### src/fsi_pkg.sv
package fsi_pkg;
    // Bit positions of the status register
    localparam int ST_BUSY = 0;
    localparam int ST_WEL = 1;
    localparam int ST_BP_LO = 2;
    localparam int ST_BP_HI = 6;
    localparam int ST_LOCK_LO = 7;
    // Bit positions of the operation flag register
    localparam int FL_ADDR4 = 0;
    localparam int FL_PROT = 1;
    localparam int FL_PHELD = 2;
    localparam int FL_PFAIL = 4;
    localparam int FL_EFAIL = 5;
    localparam int FL_EHELD = 6;
    localparam int FL_READY = 7;
    // Bit positions of the upper address register
    localparam int UA_FIX = 7;
    localparam int UA_SEG_HI = 3;
    // Reset values
    localparam logic [7:0] STATUS_RST = 8'h00;
    localparam logic [7:0] UPPER_RST = 8'h00;
    localparam logic [4:0] BP_RST = 5'h00;
    // Chunk size codes, configuration byte four bits 7..6
    localparam logic [1:0] CRC_OFF = 2'h3;
    localparam logic [1:0] CRC_16 = 2'h2;
    localparam logic [1:0] CRC_32 = 2'h1;
    localparam logic [1:0] CRC_64 = 2'h0;
    // Wrap codes of configuration byte seven
    localparam logic [7:0] WRAP_OFF = 8'hff;
    localparam logic [7:0] WRAP_64 = 8'hfe;
    localparam logic [7:0] WRAP_32 = 8'hfd;
    localparam logic [7:0] WRAP_16 = 8'hfc;
    // Configuration byte five value for four-byte addressing
    localparam logic [7:0] ADDR4_CFG = 8'hfe;
    // Correction pin delay in serial clock cycles
    localparam int CORR_DELAY_CYC = 2;
    localparam int DATA_LINES = 4;
    // Operation engine states
    typedef enum logic [2:0] {
        OP_IDLE,
        OP_PROG,
        OP_ERASE,
        OP_WRITE,
        OP_PHELD,
        OP_EHELD
    } fsi_op_t;
endpackage : fsi_pkg

### src/fsi_crc_chunk.sv
`timescale 1ns/1ps
module fsi_crc_chunk
    import fsi_pkg::*;
(
    input wire logic clk,
    input wire logic rst_n,
    input wire logic restart,
    input wire logic enable,
    input wire logic [1:0] sizeCode,
    input wire logic dataValid,
    input wire logic [fsi_pkg::DATA_LINES-1:0] dataLines,
    output logic crcValid,
    output logic [fsi_pkg::DATA_LINES-1:0] crcData
);
    logic [6:0] nibbleCnt_reg;
    logic [fsi_pkg::DATA_LINES-1:0] acc_reg;
    logic [6:0] lastNibble;
    logic [fsi_pkg::DATA_LINES-1:0] accNext;

    // Nibbles per chunk minus one, two nibbles per byte
    always_comb begin
        case (sizeCode)
            CRC_16: lastNibble = 7'd31;
            CRC_32: lastNibble = 7'd63;
            default: lastNibble = 7'd127;
        endcase
    end

    // Running XOR of each data line over the chunk
    assign accNext = acc_reg ^ dataLines;

    // Chunk position and accumulator
    always_ff @(posedge clk or negedge rst_n) begin
        if (!rst_n) begin
            nibbleCnt_reg <= 7'd0;
            acc_reg <= '0;
        end else if (restart || !enable) begin
            nibbleCnt_reg <= 7'd0;
            acc_reg <= '0;
        end else if (dataValid) begin
            if (nibbleCnt_reg == lastNibble) begin
                nibbleCnt_reg <= 7'd0;
                acc_reg <= '0;
            end else begin
                nibbleCnt_reg <= nibbleCnt_reg + 7'd1;
                acc_reg <= accNext;
            end
        end
    end

    // Result after every complete chunk only
    always_ff @(posedge clk or negedge rst_n) begin
        if (!rst_n) begin
            crcValid <= 1'b0;
            crcData <= '0;
        end else begin
            crcValid <= 1'b0;
            if (enable && !restart && dataValid &&
                nibbleCnt_reg == lastNibble) begin
                crcValid <= 1'b1;
                crcData <= accNext;
            end
        end
    end

    crc_off_quiet_a: assert property (@(posedge clk) disable iff (!rst_n)
        !enable |=> !crcValid)
        else $error("chunk result emitted while disabled");
endmodule : fsi_crc_chunk

### src/fsi_regs.sv
`timescale 1ns/1ps
// What this block does
// - Open-drain correction pin released; low through corrected 8-byte chunk after delay.
// - Read CRC only in double-rate mode, never in single-rate mode.
// - CRC enable and chunk size come from byte four bits 7..6.
// - Chunk lengths of 16, 32 or 64 bytes.
// - Wrapped read with CRC uses wrap length as chunk; restored afterwards.
// - Each CRC bit is the XOR of one data line over the chunk.
// - CRC after every complete chunk; host must read whole chunks.
// - Status bit 0 is busy during program, erase, status or config write.
// - Status bit 1 mirrors write enable latch; writes refused without it.
// - Five block-protect bits, writable unless hardware-locked, block program/erase.
// - Chip erase runs only when nothing is protected.
// - Lock-select low gates status writes by the write-protect pin.
// - Both lock selects set refuse status writes forever.
// - Flag bit 0 shows address width, zero for three bytes.
// - Flag bit 1 set on protected or OTP attempt; cleared on resume.
// - Flag bits 6 and 2 set on suspend; cleared on resume or reset.
// - Flag bits 4 and 5 show program/erase failure; cleared on resume.
// - Flag bit 7 shows whether a write cycle is in progress.
// - Upper address bits 3..0 by write command, used only in 3-byte mode.
// - Continuous read crosses segments without changing upper address.
// - Program and erase stay inside the selected segment; chip erase not.
// - Upper bit 7 set on any correction in last read; new read clears.
module fsi_regs
    import fsi_pkg::*;
#(
    parameter int CORR_DELAY = fsi_pkg::CORR_DELAY_CYC
) (
    input wire logic clk,
    input wire logic rst_n,
    input wire logic writeProtect_n,
    input wire logic statusLockSelHi,
    input wire logic [7:0] cfgByte4,
    input wire logic [7:0] cfgByte5,
    input wire logic [7:0] cfgByte7,
    input wire logic dtrMode,
    input wire logic cmdWren,
    input wire logic cmdWrdi,
    input wire logic statusWriteCmd,
    input wire logic [7:0] statusWriteData,
    input wire logic cmdConfigWrite,
    input wire logic cmdProgram,
    input wire logic cmdOtpProgram,
    input wire logic otpLocked,
    input wire logic cmdSectorErase,
    input wire logic cmdBlockErase,
    input wire logic cmdChipErase,
    input wire logic [27:0] cmdAddr,
    input wire logic cmdSuspend,
    input wire logic cmdResume,
    input wire logic cmdSoftReset,
    input wire logic cmdEnter4Byte,
    input wire logic cmdExit4Byte,
    input wire logic cmdUpperWrite,
    input wire logic [7:0] cmdUpperData,
    input wire logic cmdRead,
    input wire logic cmdReadWrap,
    input wire logic progByte,
    input wire logic arrayDone,
    input wire logic arrayFail,
    input wire logic rdValid,
    input wire logic [fsi_pkg::DATA_LINES-1:0] rdLines,
    input wire logic granuleFix,
    output logic [7:0] statusProtectReg,
    output logic [7:0] operationFlagReg,
    output logic [7:0] upperAddressReg,
    output logic cmdAccept,
    output logic cmdRefuse,
    output logic [27:0] opAddr,
    output logic [27:0] progAddr,
    output logic [27:0] readAddr,
    output logic correctionSignal_n,
    output logic correctionSignalOe_n,
    output logic crcValid,
    output logic [fsi_pkg::DATA_LINES-1:0] crcData
);
    fsi_op_t op_reg;
    logic writeEnableLatch_reg;
    logic [4:0] blockProtect_reg;
    logic statusLockSelLo_reg;
    logic [6:0] flags_reg;
    logic [3:0] upperAddr_reg;
    logic singleFixFlag_reg;
    logic addr4_reg;
    logic wrapRead_reg;
    logic nibblePhase_reg;
    logic [3:0] delayCnt_reg;
    logic pinLow_reg;
    logic [27:0] fullAddr;
    logic statusWriteOk;
    logic progTry;
    logic eraseTry;
    logic protHit;
    logic otpHit;
    logic anyWrite;
    logic granuleStart;
    logic crcEnable;
    logic [1:0] chunkCode;

    // Protected region of one 64KB block
    function automatic logic blockProtected(input logic [4:0] bp,
                                            input logic [11:0] blk);
        logic [12:0] span;
        span = 13'd0;
        if (bp[3:0] >= 4'hd)
            blockProtected = 1'b1;
        else if (bp[3:0] == 4'h0)
            blockProtected = 1'b0;
        else begin
            span = 13'd1 << (bp[3:0] - 4'h1);
            if (bp[4])
                blockProtected = {1'b0, blk} < span;
            else
                blockProtected = {1'b0, blk} >= (13'h1000 - span);
        end
    endfunction : blockProtected

    // Chunk size code of a wrap setting
    function automatic logic [1:0] wrapChunk(input logic [7:0] wrapCfg);
        case (wrapCfg)
            WRAP_16: wrapChunk = CRC_16;
            WRAP_32: wrapChunk = CRC_32;
            default: wrapChunk = CRC_64;
        endcase
    endfunction : wrapChunk

    // Command address widened by the upper address in 3-byte mode
    assign fullAddr = addr4_reg ? cmdAddr :
        {upperAddr_reg, cmdAddr[23:0]};

    // Status write permission by lock selects and pin
    assign statusWriteOk = writeEnableLatch_reg &&
        !(statusLockSelLo_reg && statusLockSelHi) &&
        !(statusLockSelLo_reg && !statusLockSelHi &&
          !writeProtect_n);

    // Attempt decoding for program and erase
    assign progTry = cmdProgram || cmdOtpProgram;
    assign eraseTry = cmdSectorErase || cmdBlockErase || cmdChipErase;
    assign otpHit = cmdOtpProgram && otpLocked;
    always_comb begin
        if (cmdChipErase)
            protHit = blockProtect_reg[3:0] != 4'h0;
        else if (cmdOtpProgram)
            protHit = 1'b0;
        else
            protHit = blockProtected(blockProtect_reg,
                                     fullAddr[27:16]);
    end
    assign anyWrite = progTry || eraseTry || statusWriteCmd ||
        cmdConfigWrite;

    // Accept or refuse write-type commands
    always_comb begin
        cmdAccept = 1'b0;
        cmdRefuse = 1'b0;
        if (anyWrite) begin
            if (op_reg != OP_IDLE || !writeEnableLatch_reg)
                cmdRefuse = 1'b1;
            else if (statusWriteCmd && !statusWriteOk)
                cmdRefuse = 1'b1;
            else if ((progTry || eraseTry) && (protHit || otpHit))
                cmdRefuse = 1'b1;
            else
                cmdAccept = 1'b1;
        end
    end

    // Operation engine
    always_ff @(posedge clk or negedge rst_n) begin
        if (!rst_n) begin
            op_reg <= OP_IDLE;
        end else if (cmdSoftReset) begin
            op_reg <= OP_IDLE;
        end else begin
            case (op_reg)
                OP_IDLE: begin
                    if (cmdAccept && progTry)
                        op_reg <= OP_PROG;
                    else if (cmdAccept && eraseTry)
                        op_reg <= OP_ERASE;
                    else if (cmdAccept)
                        op_reg <= OP_WRITE;
                end
                OP_PROG: begin
                    if (arrayDone || arrayFail)
                        op_reg <= OP_IDLE;
                    else if (cmdSuspend)
                        op_reg <= OP_PHELD;
                end
                OP_ERASE: begin
                    if (arrayDone || arrayFail)
                        op_reg <= OP_IDLE;
                    else if (cmdSuspend)
                        op_reg <= OP_EHELD;
                end
                OP_WRITE: begin
                    if (arrayDone)
                        op_reg <= OP_IDLE;
                end
                OP_PHELD: begin
                    if (cmdResume)
                        op_reg <= OP_PROG;
                end
                OP_EHELD: begin
                    if (cmdResume)
                        op_reg <= OP_ERASE;
                end
                default: op_reg <= OP_IDLE;
            endcase
        end
    end

    // Write enable latch
    always_ff @(posedge clk or negedge rst_n) begin
        if (!rst_n)
            writeEnableLatch_reg <= 1'b0;
        else if (cmdSoftReset || cmdWrdi || cmdAccept)
            writeEnableLatch_reg <= 1'b0;
        else if (cmdWren)
            writeEnableLatch_reg <= 1'b1;
    end

    // Block protect and lock select low bits
    always_ff @(posedge clk or negedge rst_n) begin
        if (!rst_n) begin
            blockProtect_reg <= BP_RST;
            statusLockSelLo_reg <= STATUS_RST[ST_LOCK_LO];
        end else if (cmdAccept && statusWriteCmd) begin
            blockProtect_reg <= statusWriteData[ST_BP_HI:ST_BP_LO];
            statusLockSelLo_reg <= statusWriteData[ST_LOCK_LO];
        end
    end

    // Suspend, failure and protection flags; set wins over clear
    always_ff @(posedge clk or negedge rst_n) begin
        if (!rst_n) begin
            flags_reg <= 7'h00;
        end else begin
            if (cmdSoftReset) begin
                flags_reg[FL_PHELD] <= 1'b0;
                flags_reg[FL_EHELD] <= 1'b0;
            end
            if (cmdResume && op_reg == OP_PHELD) begin
                flags_reg[FL_PHELD] <= 1'b0;
                flags_reg[FL_EHELD] <= 1'b0;
                flags_reg[FL_PFAIL] <= 1'b0;
                flags_reg[FL_PROT] <= 1'b0;
            end
            if (cmdResume && op_reg == OP_EHELD) begin
                flags_reg[FL_PHELD] <= 1'b0;
                flags_reg[FL_EHELD] <= 1'b0;
                flags_reg[FL_EFAIL] <= 1'b0;
                flags_reg[FL_PROT] <= 1'b0;
            end
            if (cmdSuspend && op_reg == OP_PROG && !arrayDone && !arrayFail)
                flags_reg[FL_PHELD] <= 1'b1;
            if (cmdSuspend && op_reg == OP_ERASE && !arrayDone && !arrayFail)
                flags_reg[FL_EHELD] <= 1'b1;
            if (op_reg == OP_IDLE && writeEnableLatch_reg &&
                (protHit || otpHit)) begin
                if (progTry) begin
                    flags_reg[FL_PROT] <= 1'b1;
                    flags_reg[FL_PFAIL] <= 1'b1;
                end
                if (eraseTry) begin
                    flags_reg[FL_PROT] <= 1'b1;
                    flags_reg[FL_EFAIL] <= 1'b1;
                end
            end
            if (arrayFail && op_reg == OP_PROG)
                flags_reg[FL_PFAIL] <= 1'b1;
            if (arrayFail && op_reg == OP_ERASE)
                flags_reg[FL_EFAIL] <= 1'b1;
        end
    end

    // Address width, from command or configuration byte five
    always_ff @(posedge clk or negedge rst_n) begin
        if (!rst_n)
            addr4_reg <= 1'b0;
        else if (cmdEnter4Byte || cfgByte5 == ADDR4_CFG)
            addr4_reg <= 1'b1;
        else if (cmdExit4Byte || cmdSoftReset)
            addr4_reg <= 1'b0;
    end

    // Upper address bits, written regardless of address mode
    always_ff @(posedge clk or negedge rst_n) begin
        if (!rst_n)
            upperAddr_reg <= UPPER_RST[UA_SEG_HI:0];
        else if (cmdSoftReset)
            upperAddr_reg <= UPPER_RST[UA_SEG_HI:0];
        else if (cmdUpperWrite)
            upperAddr_reg <= cmdUpperData[UA_SEG_HI:0];
    end

    // Single correction flag of the last read; set wins
    always_ff @(posedge clk or negedge rst_n) begin
        if (!rst_n)
            singleFixFlag_reg <= 1'b0;
        else if (rdValid && granuleFix)
            singleFixFlag_reg <= 1'b1;
        else if (cmdRead || cmdSoftReset)
            singleFixFlag_reg <= 1'b0;
    end

    // Operation start address and program pointer within segment
    always_ff @(posedge clk or negedge rst_n) begin
        if (!rst_n) begin
            opAddr <= 28'h0;
            progAddr <= 28'h0;
        end else if (cmdAccept && (progTry || eraseTry)) begin
            opAddr <= cmdChipErase ? 28'h0 : fullAddr;
            progAddr <= fullAddr;
        end else if (progByte && op_reg == OP_PROG) begin
            progAddr <= {progAddr[27:24], progAddr[23:0] + 24'h1};
        end
    end

    // Read pointer; crosses segments, wraps inside wrap window
    always_ff @(posedge clk or negedge rst_n) begin
        if (!rst_n) begin
            readAddr <= 28'h0;
            nibblePhase_reg <= 1'b0;
            wrapRead_reg <= 1'b0;
        end else if (cmdRead) begin
            readAddr <= fullAddr;
            nibblePhase_reg <= 1'b0;
            wrapRead_reg <= cmdReadWrap && cfgByte7 != WRAP_OFF;
        end else if (rdValid) begin
            nibblePhase_reg <= !nibblePhase_reg;
            if (nibblePhase_reg) begin
                if (!wrapRead_reg)
                    readAddr <= readAddr + 28'h1;
                else if (cfgByte7 == WRAP_16)
                    readAddr[3:0] <= readAddr[3:0] + 4'h1;
                else if (cfgByte7 == WRAP_32)
                    readAddr[4:0] <= readAddr[4:0] + 5'h1;
                else
                    readAddr[5:0] <= readAddr[5:0] + 6'h1;
            end
        end
    end

    // First nibble of an aligned 8-byte granule
    assign granuleStart = rdValid && !nibblePhase_reg &&
        readAddr[2:0] == 3'h0;

    // Correction pin delay and drive, held until the next granule or read starts
    always_ff @(posedge clk or negedge rst_n) begin
        if (!rst_n) begin
            delayCnt_reg <= 4'h0;
            pinLow_reg <= 1'b0;
        end else if (cmdRead) begin
            delayCnt_reg <= 4'h0;
            pinLow_reg <= 1'b0;
        end else if (granuleStart) begin
            pinLow_reg <= 1'b0;
            delayCnt_reg <= granuleFix ? 4'(CORR_DELAY) : 4'h0;
        end else if (delayCnt_reg != 4'h0) begin
            delayCnt_reg <= delayCnt_reg - 4'h1;
            if (delayCnt_reg == 4'h1)
                pinLow_reg <= 1'b1;
        end
    end
    assign correctionSignal_n = 1'b0;
    assign correctionSignalOe_n = !pinLow_reg;

    // CRC enable and chunk size, overridden by wrap length
    assign crcEnable = dtrMode && cfgByte4[7:6] != CRC_OFF;
    assign chunkCode = (wrapRead_reg && crcEnable) ?
        wrapChunk(cfgByte7) : cfgByte4[7:6];

    // Per-line chunk XOR generator
    fsi_crc_chunk crcGen (
        .clk(clk),
        .rst_n(rst_n),
        .restart(cmdRead),
        .enable(crcEnable),
        .sizeCode(chunkCode),
        .dataValid(rdValid),
        .dataLines(rdLines),
        .crcValid(crcValid),
        .crcData(crcData)
    );

    // Register images
    assign statusProtectReg = {statusLockSelLo_reg, blockProtect_reg,
        writeEnableLatch_reg, op_reg != OP_IDLE};
    assign operationFlagReg = {op_reg == OP_IDLE, flags_reg[FL_EHELD],
        flags_reg[FL_EFAIL], flags_reg[FL_PFAIL], 1'b0,
        flags_reg[FL_PHELD], flags_reg[FL_PROT], addr4_reg};
    assign upperAddressReg = {singleFixFlag_reg, 3'h0, upperAddr_reg};

    // Assertions
    busy_tracks_op_a: assert property (@(posedge clk) disable iff (!rst_n)
        cmdAccept && statusWriteCmd |=> statusProtectReg[ST_BUSY])
        else $error("busy bit not set after accepted write");
    wel_gates_write_a: assert property (@(posedge clk) disable iff (!rst_n)
        anyWrite && !statusProtectReg[ST_WEL] |-> !cmdAccept)
        else $error("write accepted without enable latch");
    chip_erase_gate_a: assert property (@(posedge clk) disable iff (!rst_n)
        cmdChipErase && statusProtectReg[5:2] != 4'h0 |-> !cmdAccept)
        else $error("chip erase accepted while protected");
    lock_both_a: assert property (@(posedge clk) disable iff (!rst_n)
        statusProtectReg[ST_LOCK_LO] && statusLockSelHi && statusWriteCmd
        |=> $stable(statusProtectReg[7:2]))
        else $error("status changed while permanently locked");
    suspend_flag_a: assert property (@(posedge clk) disable iff (!rst_n)
        op_reg == OP_PROG && cmdSuspend && !arrayDone && !arrayFail &&
        !cmdSoftReset |=> operationFlagReg[FL_PHELD] &&
        !operationFlagReg[FL_READY])
        else $error("program suspend flag missing");
    fix_clear_a: assert property (@(posedge clk) disable iff (!rst_n)
        cmdRead && !(rdValid && granuleFix) |=> !upperAddressReg[UA_FIX])
        else $error("correction flag survived a new read");
    pin_delay_a: assert property (@(posedge clk) disable iff (!rst_n)
        granuleStart && granuleFix && !cmdRead ##1 !granuleStart[*2]
        |=> !correctionSignalOe_n)
        else $error("correction pin not driven after delay");
    upper_hold_a: assert property (@(posedge clk) disable iff (!rst_n)
        !cmdUpperWrite && !cmdSoftReset |=> $stable(upperAddressReg[3:0]))
        else $error("upper address changed without write");
    crc_dtr_only_a: assert property (@(posedge clk) disable iff (!rst_n)
        !dtrMode [*2] |-> !crcValid)
        else $error("CRC emitted in single-rate mode");
endmodule : fsi_regs

### config.mk
export PLATFORM = sky130hd
export DESIGN_NAME = fsi_regs
export DESIGN_NICKNAME = d
export VERILOG_FILES = /design/src/fsi_pkg.sv /design/src/fsi_crc_chunk.sv /design/src/fsi_regs.sv
export SDC_FILE = /design/constraint.sdc
export NUM_CORES = 1
export LEC_CHECK = 0
export ABC_CLOCK_PERIOD_IN_PS = 4150
export BUFFER_PORTS_ARGS = -buffer_cell sky130_fd_sc_hd__buf_4
export CORE_AREA = 2 2 135 137
export CTS_CLUSTER_DIAMETER = 50
export DETAILED_ROUTE_END_ITERATION = 8
export DIE_AREA = 0 0 137 139
export GPL_ROUTABILITY_DRIVEN = 1
export HOLD_SLACK_MARGIN = 0.08
export PLACE_DENSITY = 0.69
export RECOVER_POWER = 50
export SETUP_SLACK_MARGIN = 0.5
export SLEW_MARGIN = 15
export SYNTH_ARGS = -nofsm -noshare
export SYNTH_HDL_FRONTEND = slang
export SYNTH_SLANG_ARGS = --single-unit
### constraint.sdc
create_clock -name clk -period 4.15 [get_ports clk]
set_input_delay 0.2075 -clock clk [delete_from_list [all_inputs] [get_ports clk]]
set_output_delay 0.2075 -clock clk [all_outputs]
set_load 0.05 [all_outputs]
==> impl_metrics.sql, run 1 <==
INSERT INTO impl_metrics (metric_group, metric, value, unit) VALUES
('status', 'outcome', 'finished with violations', ''),
('status', 'violations', 'capacitance limit, slew limit', ''),
('pwr', 'vdd_drop_max', '0.474', 'mV'),
('logic_synthesis', 'synth.top_cell.area_share', '41.3', '%'),
('critical_path', 'setup.worst_path.start_class', 'register', ''),
('sta', 'fin_worst_skew', '0.0106', 'ns'),
('pwr', 'switching_power', '0.00330', 'W'),
('logic_synthesis', 'netlist_top_cells_count', '128 x dfrtp_1, 80 x nand2_1, 68 x o21ai_0', ''),
('critical_path', 'worstPathArrival', '3.46', 'ns'),
('logic_synthesis', 'number_of_enable_type_register_cells_in_the_synthesized_netlist', '0', ''),
('floorplanning', 'top_level_ports', '217', ''),
('logic_synthesis', 'simple_gate_portion_of_the_synthesized_area', '21.6', '%'),
('logic_synthesis', 'post-synth-top-count-cell', 'dfrtp_1', ''),
('placed_design', 'gpl.final_weighted_congestion', '0.926', ''),
('critical_path', 'crit_type', 'reg2out', ''),
('finish', 'layout-area-overhead-vs-synth', '34.3', '%'),
('sta', 'rsz0062_at_grt', 'true', ''),
('detailed_routing', 'detail_route.vias_per_cell', '5.29', ''),
('floorplanning', 'dieHeight', '139', 'um'),
('floorplanning', 'start_util', '44.0', '%'),
('grt', 'antenna_found_initial', '0', ''),
('pwr', 'power.clock.fraction', '20.7', '%'),
('cts', 'cts_root_buf', 'clkbuf_16', ''),
('floorplanning', 'dieWidth', '137', 'um'),
('finish', 'post-route-util', '59.1', '%'),
('finish', 'layout.cell_area.non_filler', '10400', 'um2'),
('placed_design', 'hpwl', '15200', 'um'),
('sta', 'hold_violations', '0', ''),
('detailed_routing', 'route.final.wire_length', '21800', 'um'),
('cts', 'cts_htree_levels', '4', ''),
('logic_synthesis', 'multiplexer_share_of_the_synthesized_area', '10.8', '%'),
('logic_synthesis', 'combinational_family_with_the_most_area_after_synthesis', 'simple AND/OR/NAND/NOR gates', ''),
('critical_path', 'critical_path.reg2reg.endpoint', 'blockProtect_reg[0]', ''),
('critical_path', 'crit_top_cell', 'buf_6', ''),
('logic_synthesis', 'count_of_distinct_cell_types_in_the_synthesized_netlist', '65', ''),
('pwr', 'leakagePower', '4.53', 'nW'),
('logic_synthesis', 'synth.avg_cell_area', '9.76', 'um2'),
('logic_synthesis', 'seq_area_frac_synth', '41.3', '%'),
('cts', 'number_of_clock_buffers_inserted_by_tritoncts', '17', ''),
('detailed_routing', 'postRouteAntennaNets', '0', ''),
('pwr', 'p_sw_share', '47.0', '%'),
('cts', 'clk_pin_slew', '0.06', 'ns'),
('placed_design', 'port_buffers', '199', ''),
('cts', 'cts.path.max_buffers', '2', ''),
('cts', 'tritoncts', 'done', ''),
('critical_path', 'path_max_fanout', '6', ''),
('finish', 'biggestRegsByFlops', 'opAddr x28, progAddr x28, readAddr x28', ''),
('pwr', 'power.share.sequential', '28.0', '%'),
('logic_synthesis', 'yosys_register_bits', '128', ''),
('logic_synthesis', 'async_flop_share', '100', '%'),
('critical_path', 'setup.worst_path.end_class', 'primary output', ''),
('pwr', 'comb_power_share', '51.2', '%'),
('finish', 'layout.nets', '1190', ''),
('sta', 'period_needed', '3.66', 'ns'),
('worst_hold_path', 'hold_depth', '3', ''),
('critical_path', 'r2r_setup_slack', '0.56', 'ns'),
('logic_synthesis', 'mappedNetlistArea', '7760', 'um2'),
('critical_path', 'critical-path-top-delay-family', 'compound AO/OA/AOI/OAI gates', ''),
('placed_design', 'post-place-cells', '1193', ''),
('logic_synthesis', 'yosysWarnings', '0', ''),
('sta', 'worst_pin_slew', '2.54', 'ns'),
('detailed_routing', 'drt_iter0_markers', '409', ''),
('grt', 'via_count_of_the_first_global_routing_pass', '6810', ''),
('sta', 'final_max_slew_viol_count', '102', ''),
('placed_design', 'placement.cell_area', '9420', 'um2'),
('finish', 'drive_gt1_share', '24.9', '%'),
('flow_run', 'maxCapViolCount', '1', ''),
('worst_hold_path', 'holdCritPathClass', 'in2reg', ''),
('logic_synthesis', 'post_synth_xor_area_fraction', '6.54', '%'),
('worst_hold_path', 'min_delay_worst_endpoint', 'operationFlagReg[4]', ''),
('logic_synthesis', 'syn_inst_count', '795', '');
worst register-to-register path, cell delays in order, from the launching register on:
cell       delay, ns
dfrtp_2         0.44
buf_2           0.17
and2_2          0.21
nand2_1         0.14
xnor2_2         0.17
ha_1            0.31
nand3_2         0.07
o221a_1         0.28
o31a_1          0.28
a2111oi_4       0.42
o31ai_4         0.09
buf_6           0.14
buf_4           0.15
nand3_1         0.24
mux2_2          0.37
worst max-delay path by stage:
stage	from	endpoint	slack, ns	cells after the start
after floorplan	blockProtect_reg[1]	opAddr[0]	0.35	16
after global placement	blockProtect_reg[1]	blockProtect_reg[1]	0.40	11
after detailed placement	blockProtect_reg[1]	blockProtect_reg[4]	0.36	11
after CTS	blockProtect_reg[1]	cmdRefuse	0.48	13
after global routing	blockProtect_reg[0]	cmdRefuse	0.31	14
final	blockProtect_reg[1]	cmdRefuse	0.49	13
power groups by stage:
stage / clock network [W] / logic (W) / registers (W)
final: 0.00146 / 0.00360 / 0.00197
after global routing: 0.00154 / 0.00383 / 0.00203
after global placement: 0 / 0.00345 / 0.00203
after floorplan: 0 / 0.00150 / 0.00303
after CTS: 0.00149 / 0.00376 / 0.00197
after detailed placement: 0 / 0.00349 / 0.00202
metrics by stage:
| step | total power (W) | setup WS, ns |
|---|---|---|
| after floorplan | 0.00453 | 0.353 |
| after global placement | 0.00548 | 0.397 |
| after detailed placement | 0.00552 | 0.360 |
| after CTS | 0.00722 | 0.484 |
| after global routing | 0.00739 | 0.314 |
| final | 0.00703 | 0.487 |
layout by cell type, fill, tap and decap left out, types with 7 or more instances in the layout:
master and n:
xor2_1 20, nor3_1 17, o21ai_0 65, nand2b_1 19
nor2b_1 30, clkbuf_1 87, mux2_2 27, or3_1 7
clkbuf_16 17, nand2_1 79, nand4_1 13, and3_1 14
nand3_1 38, dfrtp_1 124, inv_1 16, buf_4 134
ha_1 30, nor2_1 51, mux2_4 30, a21oi_1 16
xnor2_1 37, dlygate4sd3_1 52, and4_1 8, nor4_1 7
final cells by class:
| cell class | count | area (um2) |
|---|---|---|
| tap | 229 | 287 |
| sequential | 128 | 3210 |
| inverter | 18 | 67.6 |
| clock buffer | 17 | 425 |
| fill | 1622 | 7230 |
| timing repair buffer | 281 | 1940 |
| multi-input combinational | 613 | 4350 |
| clock inverter | 15 | 149 |
per-layer routing:
metal / up-vias / wire (um) / GRT usage (%) / share of wire [%]
met2: 197 / 10700 / 38.8 / 49
met4: 0 / 429 / 7.43 / 2.0
met5: - / 0 / 0 / 0
met1: 3315 / 9380 / 29.9 / 43
li1: 3341 / - / - / -
met3: 35 / 1270 / 5.04 / 5.9
logic make-up after synthesis:
kind of cell / count (synthesis)
AO/OA/AOI/OAI: 130
multiplexers: 65
AND/OR/NAND/NOR: 323
XOR/XNOR: 58
other: 1
adder cells (fa/ha/maj): 32
buffers and inverters: 58
flip-flops: 128
what timing repair did:
action                                 CTS  global route
buffers inserted                        17             7
endpoints found under the hold margin  165             0
hold buffers                            52             0
setup endpoints to repair               49            49
resized for setup                       17             6
pin swaps                                3             0
(Power assumes the default switching activity.)
==> run 2, diff against run 1 <==
--- a/config.mk
+++ b/config.mk
@@ -14,7 +14,6 @@
 export GPL_ROUTABILITY_DRIVEN = 1
 export HOLD_SLACK_MARGIN = 0.08
 export PLACE_DENSITY = 0.69
-export RECOVER_POWER = 50
 export SETUP_SLACK_MARGIN = 0.5
 export SLEW_MARGIN = 15
 export SYNTH_ARGS = -nofsm -noshare
==> run 2 against run 1 <==
Against the previous run: worst hold slack about the same; wire length fell by 0.36%; critical path depth stayed put; the flow now finishes without violations; via count is 0.29% higher; non-clock buffer count stayed put; first-iteration DRC count increased by 0.49%; register-to-register slack worse by 0.02 ns; maximum frequency shrank 0.17%; global-route usage unchanged; sequential share of layout area fell by 0.95 points; combinational power grew 6.4%; final area rose by 3.2%.
==> impl_metrics.sql, run 2 (same netlist as run 1, synthesis figures left out) <==
INSERT INTO impl_metrics (metric_group, metric, value, unit) VALUES
('status', 'outcome', 'finished, final reports clean', ''),
('detailed_routing', 'drtPass1Iterations', '5', ''),
('placed_design', 'gpl.final_weighted_congestion', '0.926', ''),
('finish', 'layout.nets', '1190', ''),
('cts', 'clkSinkCount', '128', ''),
('pwr', 'powerDensity', '675', 'nW/um2'),
('floorplanning', 'rows', '49', ''),
('pwr', 'leakagePower', '4.87', 'nW'),
('finish', 'layout.cell_area.non_filler', '10800', 'um2'),
('sta', 'period_needed', '3.67', 'ns'),
('pwr', 'vdd_drop_max', '0.474', 'mV'),
('sta', 'rsz0062_at_grt', 'true', ''),
('floorplanning', 'dieWidth', '137', 'um'),
('finish', 'layout-area-overhead-vs-synth', '38.6', '%'),
('flow_run', 'maxCapViolCount', '0', ''),
('placed_design', 'placement.cell_area', '9420', 'um2'),
('finish', 'biggestRegsByFlops', 'opAddr x28, progAddr x28, readAddr x28', ''),
('cts', 'tritoncts', 'done', ''),
('detailed_routing', 'wl_per_cell', '16.7', 'um'),
('grt', 'via_count_of_the_first_global_routing_pass', '6810', ''),
('sta', 'finalSetupViolations', '0', ''),
('detailed_routing', 'detail_route.vias_per_cell', '5.31', ''),
('placed_design', 'port_buffers', '199', ''),
('cts', 'clk_pin_slew', '0.06', 'ns'),
('floorplanning', 'core_region_area', '17700', 'um2'),
('critical_path', 'setup.worst_path.end_class', 'primary output', ''),
('sta', 'hold_violations', '0', ''),
('grt', 'antenna_found_initial', '0', ''),
('sta', 'fin_worst_skew', '0.0108', 'ns'),
('finish', 'drive_gt1_share', '33.0', '%'),
('finish', 'most_common_cell_after_layout_fill_and_taps_aside', 'buf_4', ''),
('critical_path', 'endpoint_required_time_on_the_critical_path', '3.94', 'ns'),
('detailed_routing', 'postRouteAntennaNets', '0', ''),
('finish', 'nFillCells', '1526', ''),
('grt', 'pin_count_of_the_biggest_net_entering_global_routing', '102', ''),
('finish', 'layout.cells.most_common_list', '221 x buf_4, 124 x dfrtp_1, 79 x nand2_1, 65 x o21ai_0, 52 x dlygate4sd3_1', ''),
('pwr', 'finalPower', '0.00726', 'W'),
('floorplanning', 'die-area', '19000', 'um2'),
('sta', 'worst_pin_slew', '1.20', 'ns'),
('sta', 'finalSetupTns', '0', 'ns'),
('cts', 'number_of_clock_buffers_inserted_by_tritoncts', '17', ''),
('floorplanning', 'start_util', '44.0', '%'),
('sta', 'slew_headroom', '19.3', '%'),
('detailed_routing', 'drc_errors', '0', ''),
('critical_path', 'worstPathArrival', '3.46', 'ns'),
('cts', 'worst_skew_pair.late_latency', '0.42', 'ns'),
('sta', 'maxClockFrequency', '273', 'MHz'),
('placed_design', 'hpwl', '15200', 'um'),
('sta', 'final_max_slew_viol_count', '0', ''),
('detailed_routing', 'route.final.wire_length', '21700', 'um'),
('critical_path', 'path_max_fanout', '6', ''),
('cts', 'cts_root_buf', 'clkbuf_16', ''),
('floorplanning', 'dieHeight', '139', 'um'),
('grt', 'grt_overflow', '0', ''),
('sta', 'ratio_of_final_minimum_period_to_clock_period', '88.4', '%'),
('critical_path', 'setup.worst_path.start_class', 'register', ''),
('critical_path', 'crit_type', 'reg2out', ''),
('worst_hold_path', 'holdCritPathClass', 'in2reg', ''),
('cts', 'cts_htree_levels', '4', ''),
('finish', 'n_antenna_cell', '0', ''),
('grt', 'wire_length_of_the_first_global_routing_pass', '34800', 'um'),
('cts', 'cts.path.max_buffers', '2', ''),
('sta', 'finalHoldWorstSlack', '0.131', 'ns'),
('floorplanning', 'top_level_ports', '217', ''),
('detailed_routing', 'via_count', '6908', ''),
('detailed_routing', 'drt_iter0_markers', '411', ''),
('grt', 'globalRouteTotalUtil', '23.3', '%');
==> run 2: cell count changes in the layout (fill, tap and decap cells not counted) <==
cell / change
clkbuf_1: -87
clkbuf_2: -1
buf_4: +87
buf_6: +1
==> run 2: power breakdown <==
group,leakage (nW),total [W],switching (W),internal (W)
Sequential,1.62,0.00198,0.000378,0.00160
Combinational,2.98,0.00383,0.00232,0.00151
Clock,0.272,0.00146,0.000617,0.000842
==> run 2: worst paths after layout <==
| kind | slack, ns | startpoint | to | cells past startpoint |
|---|---|---|---|---|
| worst max-delay path | 0.48 | blockProtect_reg[1] | cmdRefuse | 13 |
| worst min-delay path | 0.13 | arrayFail | operationFlagReg[4] | 3 |
| worst max register to register | 0.54 | blockProtect_reg[1] | blockProtect_reg[0] | 14 |
| worst min register to register | 0.48 | operationFlagReg[6] | operationFlagReg[6] | 2 |
| max in group asynchronous | 2.72 | rst_n | opAddr[9] | 3 |
| min in group asynchronous | 0.46 | rst_n | op_reg[2] | 2 |
==> run 2: area by class of cell <==
class / instances / area (um2) / area share, %
clock buffer: 17 / 425 / 3.95
clock inverter: 15 / 149 / 1.38
inverter: 18 / 67.6 / 0.628
multi-input combinational: 613 / 4350 / 40.4
sequential: 128 / 3210 / 29.8
tap: 229 / 287 / 2.66
timing repair buffer: 281 / 2270 / 21.1
==> run 2: what timing repair did <==
action	in CTS	in global routing
pin swaps	3	0
setup endpoints to repair	49	49
endpoints found under the hold margin	165	0
gates resized for setup	17	6
hold buffers	52	0
setup buffers	17	7
==> run 2: worst max-delay path: stages, from the launching register on <==
cell and delay, ns:
dfrtp_2 0.44, buf_2 0.17, and2_2 0.21, nand2_1 0.14
xnor2_2 0.17, ha_1 0.31, nand3_2 0.07, o221a_1 0.27
o31a_1 0.28, a2111oi_4 0.42, o31ai_4 0.09, buf_6 0.14
a21oi_2 0.15, buf_6 0.17
==> run 2: stage by stage <==
stage / setup slack, ns / util, % / cells
CTS: 0.484 / 60.5 / 1294
floorplan: 0.353 / - / 799
global route: 0.314 / 60.9 / 1301
finish: 0.480 / 60.9 / 1301
detailed placement: 0.360 / 53.4 / 1193
global placement: 0.397 / 53.4 / 1193
==> run 2: metal layers <==
metal | GRT usage (%) | vias up | share of wire [%]
met2 | 38.8 | 216 | 49
met4 | 7.43 | 0 | 1.9
met3 | 5.04 | 34 | 5.9
met5 | 0 | - | 0
met1 | 29.9 | 3320 | 43
li1 | - | 3338 | -
